--- src/common/sapc_pkg.sv ---
// Shared constants for the serial converter frame and power-mode control.
// Assumes both ends run on one system clock; the link pins are sampled logic.
package sapc_pkg;
  // -----------------------------------------------------------------
  // Frame geometry
  // -----------------------------------------------------------------
  localparam int RESULT_BITS = 10;
  localparam int LEAD_ZEROS = 3;
  localparam int FRAME_FALLS = 16;
  localparam int SHUTDOWN_LO_FALL = 2;
  localparam int SHUTDOWN_HI_FALL = 10;
  localparam int TRACK_RISE = 13;
  localparam int FRAME_SCLKS = 20;
  localparam int POWERUP_SCLKS = 16;
  localparam int EARLY_RAISE_FALL = 12;
  // -----------------------------------------------------------------
  // Timing
  // -----------------------------------------------------------------
  localparam int CLK_PERIOD_NS = 40;
  localparam int ACQ_INTERVAL_NS = 350;
  localparam int ACQ_CYCLES = (ACQ_INTERVAL_NS + CLK_PERIOD_NS - 1) / CLK_PERIOD_NS;
  localparam int QUIET_INTERVAL_NS = 50;
  localparam int QUIET_CYCLES = (QUIET_INTERVAL_NS + CLK_PERIOD_NS - 1) / CLK_PERIOD_NS;
  localparam int SCLK_HALF = 2;
  localparam logic [9:0] DUMMY_RESULT = 10'h000;
  typedef enum {
    SAPC_NORMAL,
    SAPC_SHUTDOWN
  } sapc_mode_type;
endpackage

--- src/common/sapc_if.sv ---
// Serial link between the converter end and the host end.
// The wire level of the serial result is resolved here from its enable.
`timescale 1ns/1ns
interface sapc_if;
  logic frame_sel_b;
  logic shift_clk;
  logic serial_result_out;
  logic serial_result_oe;
  logic serial_result_in;

  // Undriven line reads as a plain driven zero seen by the host.
  assign serial_result_in = serial_result_oe ? serial_result_out : 1'b0;

  modport dev (
    input frame_sel_b,
    input shift_clk,
    output serial_result_out,
    output serial_result_oe
  );
  modport host (
    output frame_sel_b,
    output shift_clk,
    input serial_result_in,
    input serial_result_oe
  );
endinterface

--- src/verilog/sapc_device.sv ---
// Converter end: frame control, power mode and serial result shifting.
// Assumes frame select and shift clock come from the host as pins.
`timescale 1ns/1ns
module sapc_device #(
  parameter int RES_W = sapc_pkg::RESULT_BITS
) (
  input wire logic i_clk,
  input wire logic i_rst_b,
  sapc_if.dev link,
  input wire logic [RES_W-1:0] i_sample,
  input wire logic i_powerup_shutdown,
  output logic o_shutdown,
  output logic o_powered,
  output logic o_tracking,
  output logic o_sample_taken,
  output logic [RES_W-1:0] o_held_sample
);
  initial begin
    if (RES_W != sapc_pkg::RESULT_BITS) begin
      $error("sapc_device supports only the documented result width");
    end
  end

  // -----------------------------------------------------------------
  // Pin synchronisation
  // -----------------------------------------------------------------
  logic sel_b_s;
  logic sclk_s;
  logic sel_b_d_reg;
  logic sclk_d_reg;

  sapc_sync u_sel_sync (
    .i_clk(i_clk),
    .i_rst_b(i_rst_b),
    .i_rst_val(1'b1),
    .i_pin(link.frame_sel_b),
    .o_level(sel_b_s)
  );
  sapc_sync u_sclk_sync (
    .i_clk(i_clk),
    .i_rst_b(i_rst_b),
    .i_rst_val(1'b1),
    .i_pin(link.shift_clk),
    .o_level(sclk_s)
  );

  // Delayed copies for edge detection of the synchronised levels.
  always_ff @(posedge i_clk) begin
    if (!i_rst_b) begin
      sel_b_d_reg <= 1'b1;
      sclk_d_reg <= 1'b1;
    end else begin
      sel_b_d_reg <= sel_b_s;
      sclk_d_reg <= sclk_s;
    end
  end

  // Edge events of the link.
  wire sel_fall = sel_b_d_reg & ~sel_b_s;
  wire sel_rise = ~sel_b_d_reg & sel_b_s;
  wire sclk_fall = sclk_d_reg & ~sclk_s;
  wire sclk_rise = ~sclk_d_reg & sclk_s;

  // -----------------------------------------------------------------
  // Frame state
  // -----------------------------------------------------------------
  logic [4:0] fall_cnt_reg;
  logic [4:0] rise_cnt_reg;
  logic in_frame_reg;
  logic drive_reg;
  logic shutdown_reg;
  logic waking_reg;
  logic dummy_reg;
  logic [4:0] pwr_cnt_reg;
  logic powered_reg;
  logic [RES_W-1:0] held_reg;
  logic data_reg;
  logic mode_seen_reg;

  // Outcome decode on a select rise, from the fall count.
  wire early_rise = fall_cnt_reg < 5'(sapc_pkg::SHUTDOWN_LO_FALL);
  wire sd_rise = !early_rise && (fall_cnt_reg < 5'(sapc_pkg::SHUTDOWN_HI_FALL));
  wire word_done = fall_cnt_reg >= 5'(sapc_pkg::FRAME_FALLS);
  wire abort_rise = !sd_rise && !early_rise && !word_done;
  // A waking device drops back on any raise before fall ten.
  wire wake_fail = waking_reg && (fall_cnt_reg < 5'(sapc_pkg::SHUTDOWN_HI_FALL));

  // Bit index picked on a fall: 3 zeros, 10 result bits, 3 zeros.
  wire [4:0] bit_pos = fall_cnt_reg;
  wire in_data = (bit_pos >= 5'(sapc_pkg::LEAD_ZEROS - 1)) &&
                 (bit_pos < 5'(sapc_pkg::LEAD_ZEROS + RES_W - 1));
  wire [4:0] data_idx = 5'(sapc_pkg::LEAD_ZEROS + RES_W - 2) - bit_pos;
  wire next_bit = in_data ? held_reg[data_idx[3:0]] : 1'b0;

  // Counter and frame flags; the shift clock falls are counted per frame.
  always_ff @(posedge i_clk) begin
    if (!i_rst_b) begin
      fall_cnt_reg <= 5'h00;
      rise_cnt_reg <= 5'h00;
      in_frame_reg <= 1'b0;
    end else if (sel_fall) begin
      fall_cnt_reg <= 5'h00;
      rise_cnt_reg <= 5'h00;
      in_frame_reg <= 1'b1;
    end else if (sel_rise) begin
      in_frame_reg <= 1'b0;
    end else if (in_frame_reg) begin
      if (sclk_fall && fall_cnt_reg != 5'h1f) begin
        fall_cnt_reg <= fall_cnt_reg + 5'h01;
      end
      if (sclk_rise && rise_cnt_reg != 5'h1f) begin
        rise_cnt_reg <= rise_cnt_reg + 5'h01;
      end
    end
  end

  // Output drive and data shifting; released at fall 16 or on select rise.
  always_ff @(posedge i_clk) begin
    if (!i_rst_b) begin
      drive_reg <= 1'b0;
      data_reg <= 1'b0;
    end else if (sel_fall) begin
      drive_reg <= 1'b1;
      data_reg <= 1'b0;
    end else if (sel_rise) begin
      drive_reg <= 1'b0;
    end else if (in_frame_reg && sclk_fall) begin
      if (fall_cnt_reg == 5'(sapc_pkg::FRAME_FALLS - 1)) begin
        drive_reg <= 1'b0;
      end
      data_reg <= next_bit;
    end
  end

  // Sample capture at select fall; a dummy frame yields zero.
  always_ff @(posedge i_clk) begin
    if (!i_rst_b) begin
      held_reg <= '0;
    end else if (sel_fall) begin
      held_reg <= (shutdown_reg || !powered_reg) ? sapc_pkg::DUMMY_RESULT : i_sample;
    end
  end

  // Power mode. The start-up mode is caught by a clocked step after reset.
  always_ff @(posedge i_clk) begin
    if (!i_rst_b) begin
      shutdown_reg <= 1'b0;
      waking_reg <= 1'b0;
      dummy_reg <= 1'b0;
      mode_seen_reg <= 1'b0;
    end else if (!mode_seen_reg) begin
      mode_seen_reg <= 1'b1;
      shutdown_reg <= i_powerup_shutdown;
      dummy_reg <= 1'b1;
    end else if (sel_fall) begin
      waking_reg <= shutdown_reg;
      dummy_reg <= shutdown_reg || !powered_reg;
      shutdown_reg <= 1'b0;
    end else if (sel_rise) begin
      waking_reg <= 1'b0;
      if (wake_fail || sd_rise) begin
        shutdown_reg <= 1'b1;
      end else if (early_rise || abort_rise) begin
        shutdown_reg <= 1'b0;
      end
    end
  end

  // Power-up counter: full power after sixteen shift clocks awake.
  always_ff @(posedge i_clk) begin
    if (!i_rst_b) begin
      pwr_cnt_reg <= 5'h00;
      powered_reg <= 1'b0;
    end else if (shutdown_reg) begin
      pwr_cnt_reg <= 5'h00;
      powered_reg <= 1'b0;
    end else if (sclk_fall && !powered_reg) begin
      if (pwr_cnt_reg == 5'(sapc_pkg::POWERUP_SCLKS - 1)) begin
        powered_reg <= 1'b1;
      end
      pwr_cnt_reg <= pwr_cnt_reg + 5'h01;
    end
  end

  // -----------------------------------------------------------------
  // Outputs
  // -----------------------------------------------------------------
  assign link.serial_result_out = data_reg;
  assign link.serial_result_oe = drive_reg;
  assign o_shutdown = shutdown_reg;
  assign o_powered = powered_reg;
  // Track once rise 13 passes, or whenever no frame is open.
  assign o_tracking = !in_frame_reg || (rise_cnt_reg >= 5'(sapc_pkg::TRACK_RISE));
  assign o_sample_taken = in_frame_reg && dummy_reg == 1'b0 && fall_cnt_reg == 5'h00;
  assign o_held_sample = held_reg;
endmodule

--- src/verilog/sapc_sync.sv ---
// Two-flop synchroniser for one pin level.
// Assumes the input comes from outside the clock domain.
`timescale 1ns/1ns
module sapc_sync (
  input wire logic i_clk,
  input wire logic i_rst_b,
  input wire logic i_rst_val,
  input wire logic i_pin,
  output logic o_level
);
  logic meta_reg;

  // The first stage feeds only the second stage.
  // Both stages reset to the pin's idle level, so no false edge follows reset.
  always_ff @(posedge i_clk) begin
    if (!i_rst_b) begin
      meta_reg <= i_rst_val;
      o_level <= i_rst_val;
    end else begin
      meta_reg <= i_pin;
      o_level <= meta_reg;
    end
  end
endmodule

--- src/flat_wrapper.sv ---
// flat-port wrapper written by rule: the top's interface ports become plain ports
module sapc_device_flat 
#(
  parameter int RES_W = sapc_pkg::RESULT_BITS
)
  (i_clk, i_rst_b, i_sample, i_powerup_shutdown, o_shutdown, o_powered, o_tracking, o_sample_taken, o_held_sample, link_frame_sel_b, link_shift_clk, link_serial_result_out, link_serial_result_oe);
  sapc_if link_i ();
  input wire logic i_clk;
  input wire logic i_rst_b;
  input wire logic [RES_W-1:0] i_sample;
  input wire logic i_powerup_shutdown;
  output logic o_shutdown;
  output logic o_powered;
  output logic o_tracking;
  output logic o_sample_taken;
  output logic [RES_W-1:0] o_held_sample;
  input wire logic [$bits(link_i.frame_sel_b)-1:0] link_frame_sel_b;
  input wire logic [$bits(link_i.shift_clk)-1:0] link_shift_clk;
  output wire logic [$bits(link_i.serial_result_out)-1:0] link_serial_result_out;
  output wire logic [$bits(link_i.serial_result_oe)-1:0] link_serial_result_oe;
  assign link_i.frame_sel_b = link_frame_sel_b;
  assign link_i.shift_clk = link_shift_clk;
  assign link_serial_result_out = link_i.serial_result_out;
  assign link_serial_result_oe = link_i.serial_result_oe;
  sapc_device #(.RES_W(RES_W)) u_core (.i_clk(i_clk), .i_rst_b(i_rst_b), .link(link_i), .i_sample(i_sample), .i_powerup_shutdown(i_powerup_shutdown), .o_shutdown(o_shutdown), .o_powered(o_powered), .o_tracking(o_tracking), .o_sample_taken(o_sample_taken), .o_held_sample(o_held_sample));
endmodule
--- config.mk ---
export PLATFORM = sky130hd
export DESIGN_NAME = sapc_device_flat
export DESIGN_NICKNAME = d
export VERILOG_FILES = /design/src/common/sapc_pkg.sv /design/src/common/sapc_if.sv /design/src/verilog/sapc_device.sv /design/src/verilog/sapc_sync.sv /design/src/flat_wrapper.sv
export SDC_FILE = /design/constraint.sdc
export NUM_CORES = 1
export LEC_CHECK = 0
export ABC_AREA = 1
export ABC_CLOCK_PERIOD_IN_PS = 3300
export BUFFER_PORTS_ARGS = -buffer_cell sky130_fd_sc_hd__buf_2
export CELL_PAD_IN_SITES_DETAIL_PLACEMENT = 1
export CELL_PAD_IN_SITES_GLOBAL_PLACEMENT = 2
export CORE_ASPECT_RATIO = 0.7
export CORE_UTILIZATION = 35
export DETAILED_ROUTE_END_ITERATION = 10
export PLACE_DENSITY = 0.94
export SYNTH_ARGS = -nofsm -noshare
export SYNTH_HDL_FRONTEND = slang
export SYNTH_SLANG_ARGS = --single-unit
--- constraint.sdc ---
create_clock -name i_clk -period 3.3 [get_ports i_clk]
set_input_delay 0.66 -clock i_clk [delete_from_list [all_inputs] [get_ports i_clk]]
set_output_delay 0.66 -clock i_clk [all_outputs]
set_load 0.01 [all_outputs]
======== Yosys cells after proc, flatten, opt, wreduce, memory -nomap -nowiden ========
Cells that the tools add are included.
operators by class
  bitwise logic cells ..................... 11
  magnitude comparators ................... 7
  add/sub/neg operators ................... 4
  muxes and demuxes ....................... 19
  reduce and logical (&&, ||, !) cells .... 33
  equal/unequal tests ..................... 7
operators by type and width
  kind                                                                number
  2-to-1 mux 1 bit                                                    17
  adder 5 x 1 -> 5 bit (second input constant)                        3
  logical AND 1 bit                                                   11
  equality test 5 x 4 -> 1 bit (second input constant)                2
  less-than comparator 5 x 4 -> 1 bit (second input constant)         2
  2-to-1 mux 10 bit                                                   1
  != test 5 bit (second input constant)                               2
  AND reduction 2 bit                                                 5
  NOT 1 bit                                                           7
  AND reduction 3 bit                                                 2
  nonzero test 3 bit                                                  2
  greater-or-equal comparator 5 x 2 -> 1 bit (second input constant)  1
  greater-or-equal comparator 5 x 4 -> 1 bit (second input constant)  1
  greater-or-equal comparator 5 bit (second input constant)           1
  logical NOT 1 bit                                                   5
  logical NOT 5 bit                                                   1
  less-than comparator 4 x 5 -> 1 bit (second input constant)         1
  less-than comparator 5 x 2 -> 1 bit (second input constant)         1
  AND 1 bit                                                           4
  binary-select mux 1 bit (select 4 bit)                              1
  logical OR 1 bit                                                    4
  != test 4 x 3 -> 1 bit (second input constant)                      1
  OR reduction 2 bit                                                  2
  subtractor 4 bit (first input constant)                             1
  3 further kinds                                                     3
storage, ports and cells
  register bits ........................... 39
  bits of input ports ..................... 15

======== Logic depth before layout (Yosys ltp) ========
Gate-level depths: netlist (run 1).
  depth in word-level cells ............... 12
  gate-level depth with buffers ........... 10
  mapped depth without buffers ............ 10

======== Modules after synthesis ========
From an unflattened synthesis (run 1), not the netlist that was laid out.
unflattened totals
  cell total of the unflattened synthesis .. 248
  area total of the unflattened synthesis .. 1869.3 sq um
modules (own cells, without submodules)
  module       area each (sq um)  instances  cells an instance
  sapc_device  1739.2             1          232
  sapc_sync    65.1               2          8

======== Worst setup path after synthesis (run 1) ========
No wires, ideal clock.
  path type ............................... reg2out
  from .................................... register u_core.fall_cnt_reg[0] (netlist: u_core.bit_pos[0])
  to ...................................... output o_sample_taken
  stages on the path, launching flop included .. 6
  buffers on the path ..................... 1
  path slack .............................. 1636 ps
  data arrival time ....................... 1004 ps
  path through ............................ dfxtp_1 buf_4 inv_2 ha_1 nand3_1 nor3_1
between the ends
  longest elaborated chain between the ends .. 2
ends and longest elaborated chain
  item                    RTL line            text
  start, declared         sapc_device.sv:67   logic [4:0] fall_cnt_reg;
  start signal, assigned  sapc_device.sv:109  fall_cnt_reg <= fall_cnt_reg + 5'h01;
  logical NOT 5 bit       sapc_device.sv:194  assign o_sample_taken = in_frame_reg && dummy_reg == 1'b0 && fall_cnt_reg == 5'h00;
  logical AND 1 bit       sapc_device.sv:194
  end, declared           flat_wrapper.sv:15  output logic o_sample_taken;
No other way between the ends.

======== Worst setup path in the final report (run 1) ========
Ends and elaborated chain as after synthesis.

==> impl_metrics.csv, run 1 <==
group,metric,value,unit
synthesis,syn_area,0.00190,mm^2
clock_tree,cts_buffer_depth,2,
final_layout,design_area,0.00224,mm^2
critical_path,cpMaxStageDelayCell,"dfxtp_1",
sta,tightest_slew,0.395,ns
sta,maxSlewViolCount,0,
clock_tree,hold_buffers,0,
grt,grt_pass1_wl,7.16,mm
flow_run,drv_cap,0,
synthesis,synthFlopType,"dfxtp_1",
critical_path,critical-path-top-delay-family,"flip-flops",
die,die_area,0.00573,mm^2
die,chipWidth,90.0,um
critical_path,start_kind,"flop",
sta,final_hold_viol_count,0,
clock_tree,h-tree-depth,2,
drt,drt_iter0_markers,54,
final_layout,area_delta_synth_final,17.9,%
clock_tree,ctsResizeCount,0,
drt,via_per_inst,4.65,
drt,wl_per_cell,12.1,um
clock_tree,cts_tree,"done",
pwr,irDropWorstVdd,171,uV
critical_path,arrival,1.41,ns
clock_tree,numCtsBuffers,5,
synthesis,synth_warnings,0,
synthesis,ys_top_cells_by_count,"inv_1, dfxtp_1, nand2_1, nor2_1, o21ai_0",
clock_tree,clk_latency,0.29,ns
run_status,run_status,"finished, final reports clean",
synthesis,synth_fp_nets,267,
die,initial_core_util,0.363,
drt,wirelength,4.21,mm
synthesis,ys_seq_area_frac,0.411,
sta,grt_setup_unrepaired,"no",
final_layout,drive_gt1_frac,0.258,
hold_path,hold_class,"flop to flop",
sta,skew,0.00788,ns
final_layout,fillers,658,
sta,fin_setup_tns,0,ns
die,die_h,63.6,um
critical_path,path_class,"flop to output pin",
critical_path,cpPeakStageDelay,0.50,ns
synthesis,synthDistinctLibCells,29,
place,place_congestion,0.805,
critical_path,path_cells,"inv_2 -> ha_1 -> nand3_1 -> nor3_1 -> buf_2",
clock_tree,root_buffer,"clkbuf_8",
synthesis,yosysTopAreaCell,"dfxtp_1",
clock_tree,cts_num_sinks,39,
synthesis,syn_avg_cell_area,7.94,um^2
pwr,power.leakage,1.00,nW
place,port_buffers,30,
place,post-dp-hpwl,3.31,mm
die,boundaryPins,31,
final_layout,largest_reg_flops,10,
synthesis,ys_async_sr_fraction,0,
critical_path,critical_path_buf_inv_count,2,
die,core,0.00523,mm^2
sta,slew_headroom,0.735,
grt,grt_max_degree,14,
synthesis,synth_cells,239,
critical_path,crit_fanout,9,
sta,fmax,484,MHz
synthesis,synth_top_area_frac,0.411,
sta,period_share,0.627,
drt,drt-pass1-iter-count,4,
final_layout,layout.nets,302,
grt,grtUsageTotal,0.159,
clock_tree,clkTransAtPathRegs,0.08,ns
critical_path,cp-end-kind,"output pin",
die,rows,22,
pwr,power_density,431,mW/mm^2
final_layout,antenna_cells,0,
place,place_area,0.00212,mm^2
synthesis,synth_most_common_cell,"inv_1",
grt,first_global_vias,1505,
grt,grt-ovfl-total,0,
grt,grt_antenna_before_repair,0,
critical_path,crit_required,2.64,ns
drt,ant_nets,0,
drt,drc,0,
sta,period_minus_slack,2.07,ns
synthesis,synth_edf_count,0,
drt,vias,1615,
synthesis,ys_seq_elements,39,
clock_tree,post-cts-setup-buffers,0,
sta,setup_viol,0,
synthesis,ys_top_cells_by_area,"dfxtp_1, ha_1, inv_1",
-- routing by layer --
layer	share of wire	global-route usage	vias to the layer above	wire [um]
met2	0.41	0.228	17	1720
met1	0.55	0.230	756	2320
met5	0	0	-	0
met4	0.012	0.0544	0	52
li1	-	-	836	-
met3	0.027	0.0399	6	115
-- where the power goes --
group,leakage (nW),switching (W),internal [W]
Combinational,0.625,0.0000369,0.0000228
Sequential,0.317,0.00000783,0.000480
Clock,0.0612,0.000172,0.000245
-- path summary, 6_finish.rpt --
kind                                     from                          to  slack [ns]  cells after the start
setup / recovery            u_core.bit_pos[0]              o_sample_taken        1.23                      5
hold / removal    u_core.u_sclk_sync.meta_reg  u_core.u_sclk_sync.o_level        0.42                      1
setup reg to reg       u_core.rise_cnt_reg[0]      u_core.rise_cnt_reg[3]        1.66                     10
hold reg to reg   u_core.u_sclk_sync.meta_reg  u_core.u_sclk_sync.o_level        0.42                      1
-- cell usage in the layout (no fill, tap or decap), types with 4 or more instances in the layout --
master,netlist,layout
or2_2,5,5
buf_2,0,30
ha_1,13,13
a21oi_1,13,13
clkbuf_8,0,6
o22ai_2,8,8
nand2_1,32,32
o21ai_0,15,15
nor2_1,22,22
nand3_1,13,13
inv_2,4,4
nor3_1,7,7
dfxtp_1,39,39
inv_1,43,43
-- metrics by stage --
step / std cells / utilization / total power [W] / hold slack [ns] / worst slack (ns)
floorplan: 239 / - / 0.000537 / 0.393 / 1.64
global placement: 339 / 0.405 / 0.000558 / 0.395 / 1.58
detailed placement: 339 / 0.405 / 0.000559 / 0.402 / 1.55
CTS: 347 / 0.428 / 0.000977 / 0.421 / 1.22
global route: 347 / 0.428 / 0.00101 / 0.436 / 1.14
finish: 347 / 0.428 / 0.000964 / 0.421 / 1.23
-- area by class of cell --
type                            instances  area [um^2]  share of cell area
Clock inverter                          2         35.0              0.0157
Multi-Input combinational cell        149          908               0.406
Inverter                               49          190              0.0850
Tap cell                               72         90.1              0.0403
Timing Repair Buffer                   30          150              0.0671
Sequential cell                        39          781               0.349
Clock buffer                            6         82.6              0.0369
-- worst reg2reg max path, stage by stage (launching register included) --
cell,delay (ns)
dfxtp_1,0.34
ha_1,0.22
inv_1,0.07
nor2_1,0.05
ha_1,0.19
nor3_1,0.13
nand3_1,0.20
clkinv_2,0.14
nand3_1,0.08
nand2_1,0.07
a21oi_1,0.04
-- logic make-up (layout without fill, tap and decap cells) --
kind of cell	Yosys count	count (layout)	share of synthesized area
adder cells (fa/ha/maj)	13	13	0.0857
flip-flops	39	39	0.411
buffers and inverters	51	87	0.110
AO/OA/AOI/OAI	44	44	0.161
AND/OR/NAND/NOR	91	91	0.227
XOR/XNOR	1	1	0.00462
Power figures use the tool's default switching activity.
==> inputs of run 2 (changes only) <==
ABC_AREA = 0   (was 1)
ABC_CLOCK_PERIOD_IN_PS = 2000   (was 3300)
CORE_UTILIZATION = 34   (was 35)
PLACE_DENSITY = 0.87   (was 0.94)
clock period = 2 ns   (was 3.3 ns; I/O delays follow)
==> impl_metrics.csv, run 2 <==
group,metric,value,unit
sta,grt_setup_unrepaired,"no",
drt,wl_per_cell,13.8,um
synthesis,ys_top_cells_by_count,"dfxtp_1, nor2_1, ha_1, inv_1, a22o_1",
sta,setup_viol,0,
die,boundaryPins,31,
sta,period_share,0.933,
place,place_ws,0.206,ns
critical_path,reg2reg_to,"u_core.rise_cnt_reg[1]",
drt,wirelength,3.89,mm
grt,grtUsageMet3,0.0396,
critical_path,path_class,"flop to output pin",
final_layout,layout.nets,241,
sta,period_minus_slack,1.87,ns
clock_tree,clkTransAtPathRegs,0.08,ns
synthesis,synth_top_area_frac,0.436,
pwr,clkPwrFrac,0.375,
grt,grt-ovfl-total,0,
synthesis,yosysTopAreaCell,"dfxtp_1",
place,dpl.cell_count,275,
clock_tree,cts_num_sinks,39,
die,initial_core_util,0.364,
place,place_congestion,0.754,
final_layout,antenna_cells,0,
final_layout,drive_gt1_frac,0.224,
flow_run,drv_cap,0,
final_layout,fin_cells,283,
pwr,irDropWorstVdd,348,uV
sta,finalWorstSetupSlack,0.134,ns
critical_path,startpoint,"u_core.rise_cnt_reg[1]",
sta,slew_headroom,0.456,
pwr,p_sw,0.000333,W
critical_path,crit_required,1.60,ns
critical_path,arrival,1.47,ns
critical_path,crit-reg2reg-launch,"u_core.rise_cnt_reg[0]",
die,die_h,62.7,um
drt,vias,1352,
grt,grt_antenna_before_repair,0,
critical_path,worstRegToRegCells,6,
pwr,power_density,666,mW/mm^2
sta,skew,0.00718,ns
final_layout,multi_input_area,926,um^2
drt,drt_iter0_markers,58,
clock_tree,ctsResizeCount,0,
place,port_buffers,30,
clock_tree,root_buffer,"clkbuf_8",
clock_tree,cts_buffer_depth,2,
final_layout,fillers,594,
sta,fmax,536,MHz
synthesis,ys_seq_area_frac,0.436,
grt,use_met2,0.202,
drt,drt-pass1-iter-count,4,
synthesis,ys_top_cells_by_area,"dfxtp_1, ha_1, a22o_1",
critical_path,start_kind,"flop",
grt,first_global_vias,1321,
die,core,0.00491,mm^2
place,post-dp-hpwl,2.96,mm
synthesis,synth_warnings,0,
synthesis,syn_area,0.00179,mm^2
synthesis,synth_cells,181,
pwr,p_int,0.00107,W
grt,top_usage_layer,"met1",
drt,drc,0,
critical_path,cp-end-kind,"output pin",
synthesis,synth_fp_nets,209,
final_layout,most-common-layout-cells,"dfxtp_1, buf_2, nor2_1",
critical_path,crit_fanout,5,
sta,fin_setup_tns,0,ns
critical_path,critPathCapture,"o_tracking",
sta,maxSlewViolCount,0,
pwr,p_seq_frac,0.572,
synthesis,synth_edf_count,0,
synthesis,synthDistinctLibCells,40,
hold_path,whs_path_depth,2,
synthesis,synthFlopType,"dfxtp_1",
final_layout,final_common_cell,"dfxtp_1",
drt,ant_nets,0,
clock_tree,post-cts-setup-buffers,0,
die,chipWidth,88.7,um
synthesis,synth_most_common_cell,"dfxtp_1",
grt,grt_max_degree,13,
pwr,comb_power_share,0.053,
clock_tree,hold_buffers,0,
final_layout,area_delta_synth_final,17.5,%
run_status,run_status,"finished, final reports clean",
critical_path,reg2reg_slack,0.17,ns
clock_tree,h-tree-depth,2,
synthesis,ys_seq_elements,39,
die,die_area,0.00557,mm^2
pwr,power.leakage,0.849,nW
hold_path,hold_class,"input pin to flop",
sta,tightest_slew,0.814,ns
synthesis,syn_avg_cell_area,9.89,um^2
synthesis,ys_async_sr_fraction,0,
clock_tree,numCtsBuffers,5,
pwr,p_sw_frac,0.238,
clock_tree,clk_latency,0.29,ns
die,rows,21,
grt,gr-usage-met1,0.240,
grt,grt_pass1_wl,6.57,mm
grt,grtUsageTotal,0.158,
final_layout,largest_reg_flops,10,
clock_tree,cts_tree,"done",
sta,final_hold_viol_count,0,
final_layout,seqCellArea,781,um^2
drt,via_per_inst,4.78,
## run 2: changes by cell type in the layout (fill, tap and decap cells not counted), sizes merged, moves of 9 or more
| cell | delta |
|---|---|
| inv | -35 |
| nand3 | -9 |
| o22ai | -9 |
| a22o | +10 |
| o21ai | -9 |
| nand2 | -30 |
| a21oi | -11 |
## run 2: kinds of logic (layout without fill, tap and decap cells)
logic type | Yosys count | count (layout) | share of synthesized area
AND/OR/NAND/NOR | 57 | 57 | 0.200
flip-flops | 39 | 39 | 0.436
AO/OA/AOI/OAI | 35 | 35 | 0.143
buffers and inverters | 21 | 54 | 0.0468
adder cells (fa/ha/maj) | 13 | 13 | 0.0908
XOR/XNOR | 9 | 9 | 0.0440
multiplexers | 7 | 7 | 0.0391
## run 2: power by group through the flow
stage | clock network [W] | registers, W | logic [W]
floorplan | 0 | 0.000815 | 0.0000458
global placement | 0 | 0.000819 | 0.0000737
CTS | 0.000539 | 0.000801 | 0.0000748
detailed placement | 0 | 0.000819 | 0.0000749
global route | 0.000579 | 0.000803 | 0.0000835
finish | 0.000525 | 0.000801 | 0.0000739
## run 2: layout make-up
class | instances | area share
multi-input cells | 121 | 0.440
flip-flops and latches | 39 | 0.371
repair buffers | 34 | 0.0857
well taps | 69 | 0.0410
clock buffers | 6 | 0.0345
inverters | 12 | 0.0214
clock inverters | 2 | 0.00595
## run 2: worst max-delay path, cell delays in order, from the launching register on
cell and delay (ns):
dfxtp_1 0.39, inv_1 0.06, ha_1 0.17, o311ai_0 0.30
nand3b_1 0.10, buf_2 0.15
## run 2: how the worst min path moves through the flow
stage / from / end / slack, ns
floorplan: u_core.u_sclk_sync.meta_reg / u_core.u_sclk_sync.o_level / 0.39
global placement: u_core.u_sel_sync.meta_reg / u_core.u_sel_sync.o_level / 0.39
detailed placement: u_core.u_sel_sync.meta_reg / u_core.u_sel_sync.o_level / 0.40
CTS: link_shift_clk / u_core.u_sclk_sync.meta_reg / 0.28
global route: link_frame_sel_b / u_core.u_sel_sync.meta_reg / 0.29
finish: link_shift_clk / u_core.u_sclk_sync.meta_reg / 0.28
## run 2: layer usage
layer,wire (um),part of all wire
met2,1520,0.39
met5,0,0
met1,2220,0.57
met4,51,0.013
met3,105,0.027
## run 2: metrics by stage
step	total power (W)	hold slack, ns	area, um^2	util
4_1_cts	0.00141	0.278	2100	0.428
6_report	0.00140	0.285	2100	0.428
3_5_place_dp	0.000894	0.405	2020	0.411
2_1_floorplan	0.000861	0.386	1790	-
3_3_place_gp	0.000892	0.389	2020	0.411
5_1_grt	0.00147	0.289	2100	0.428
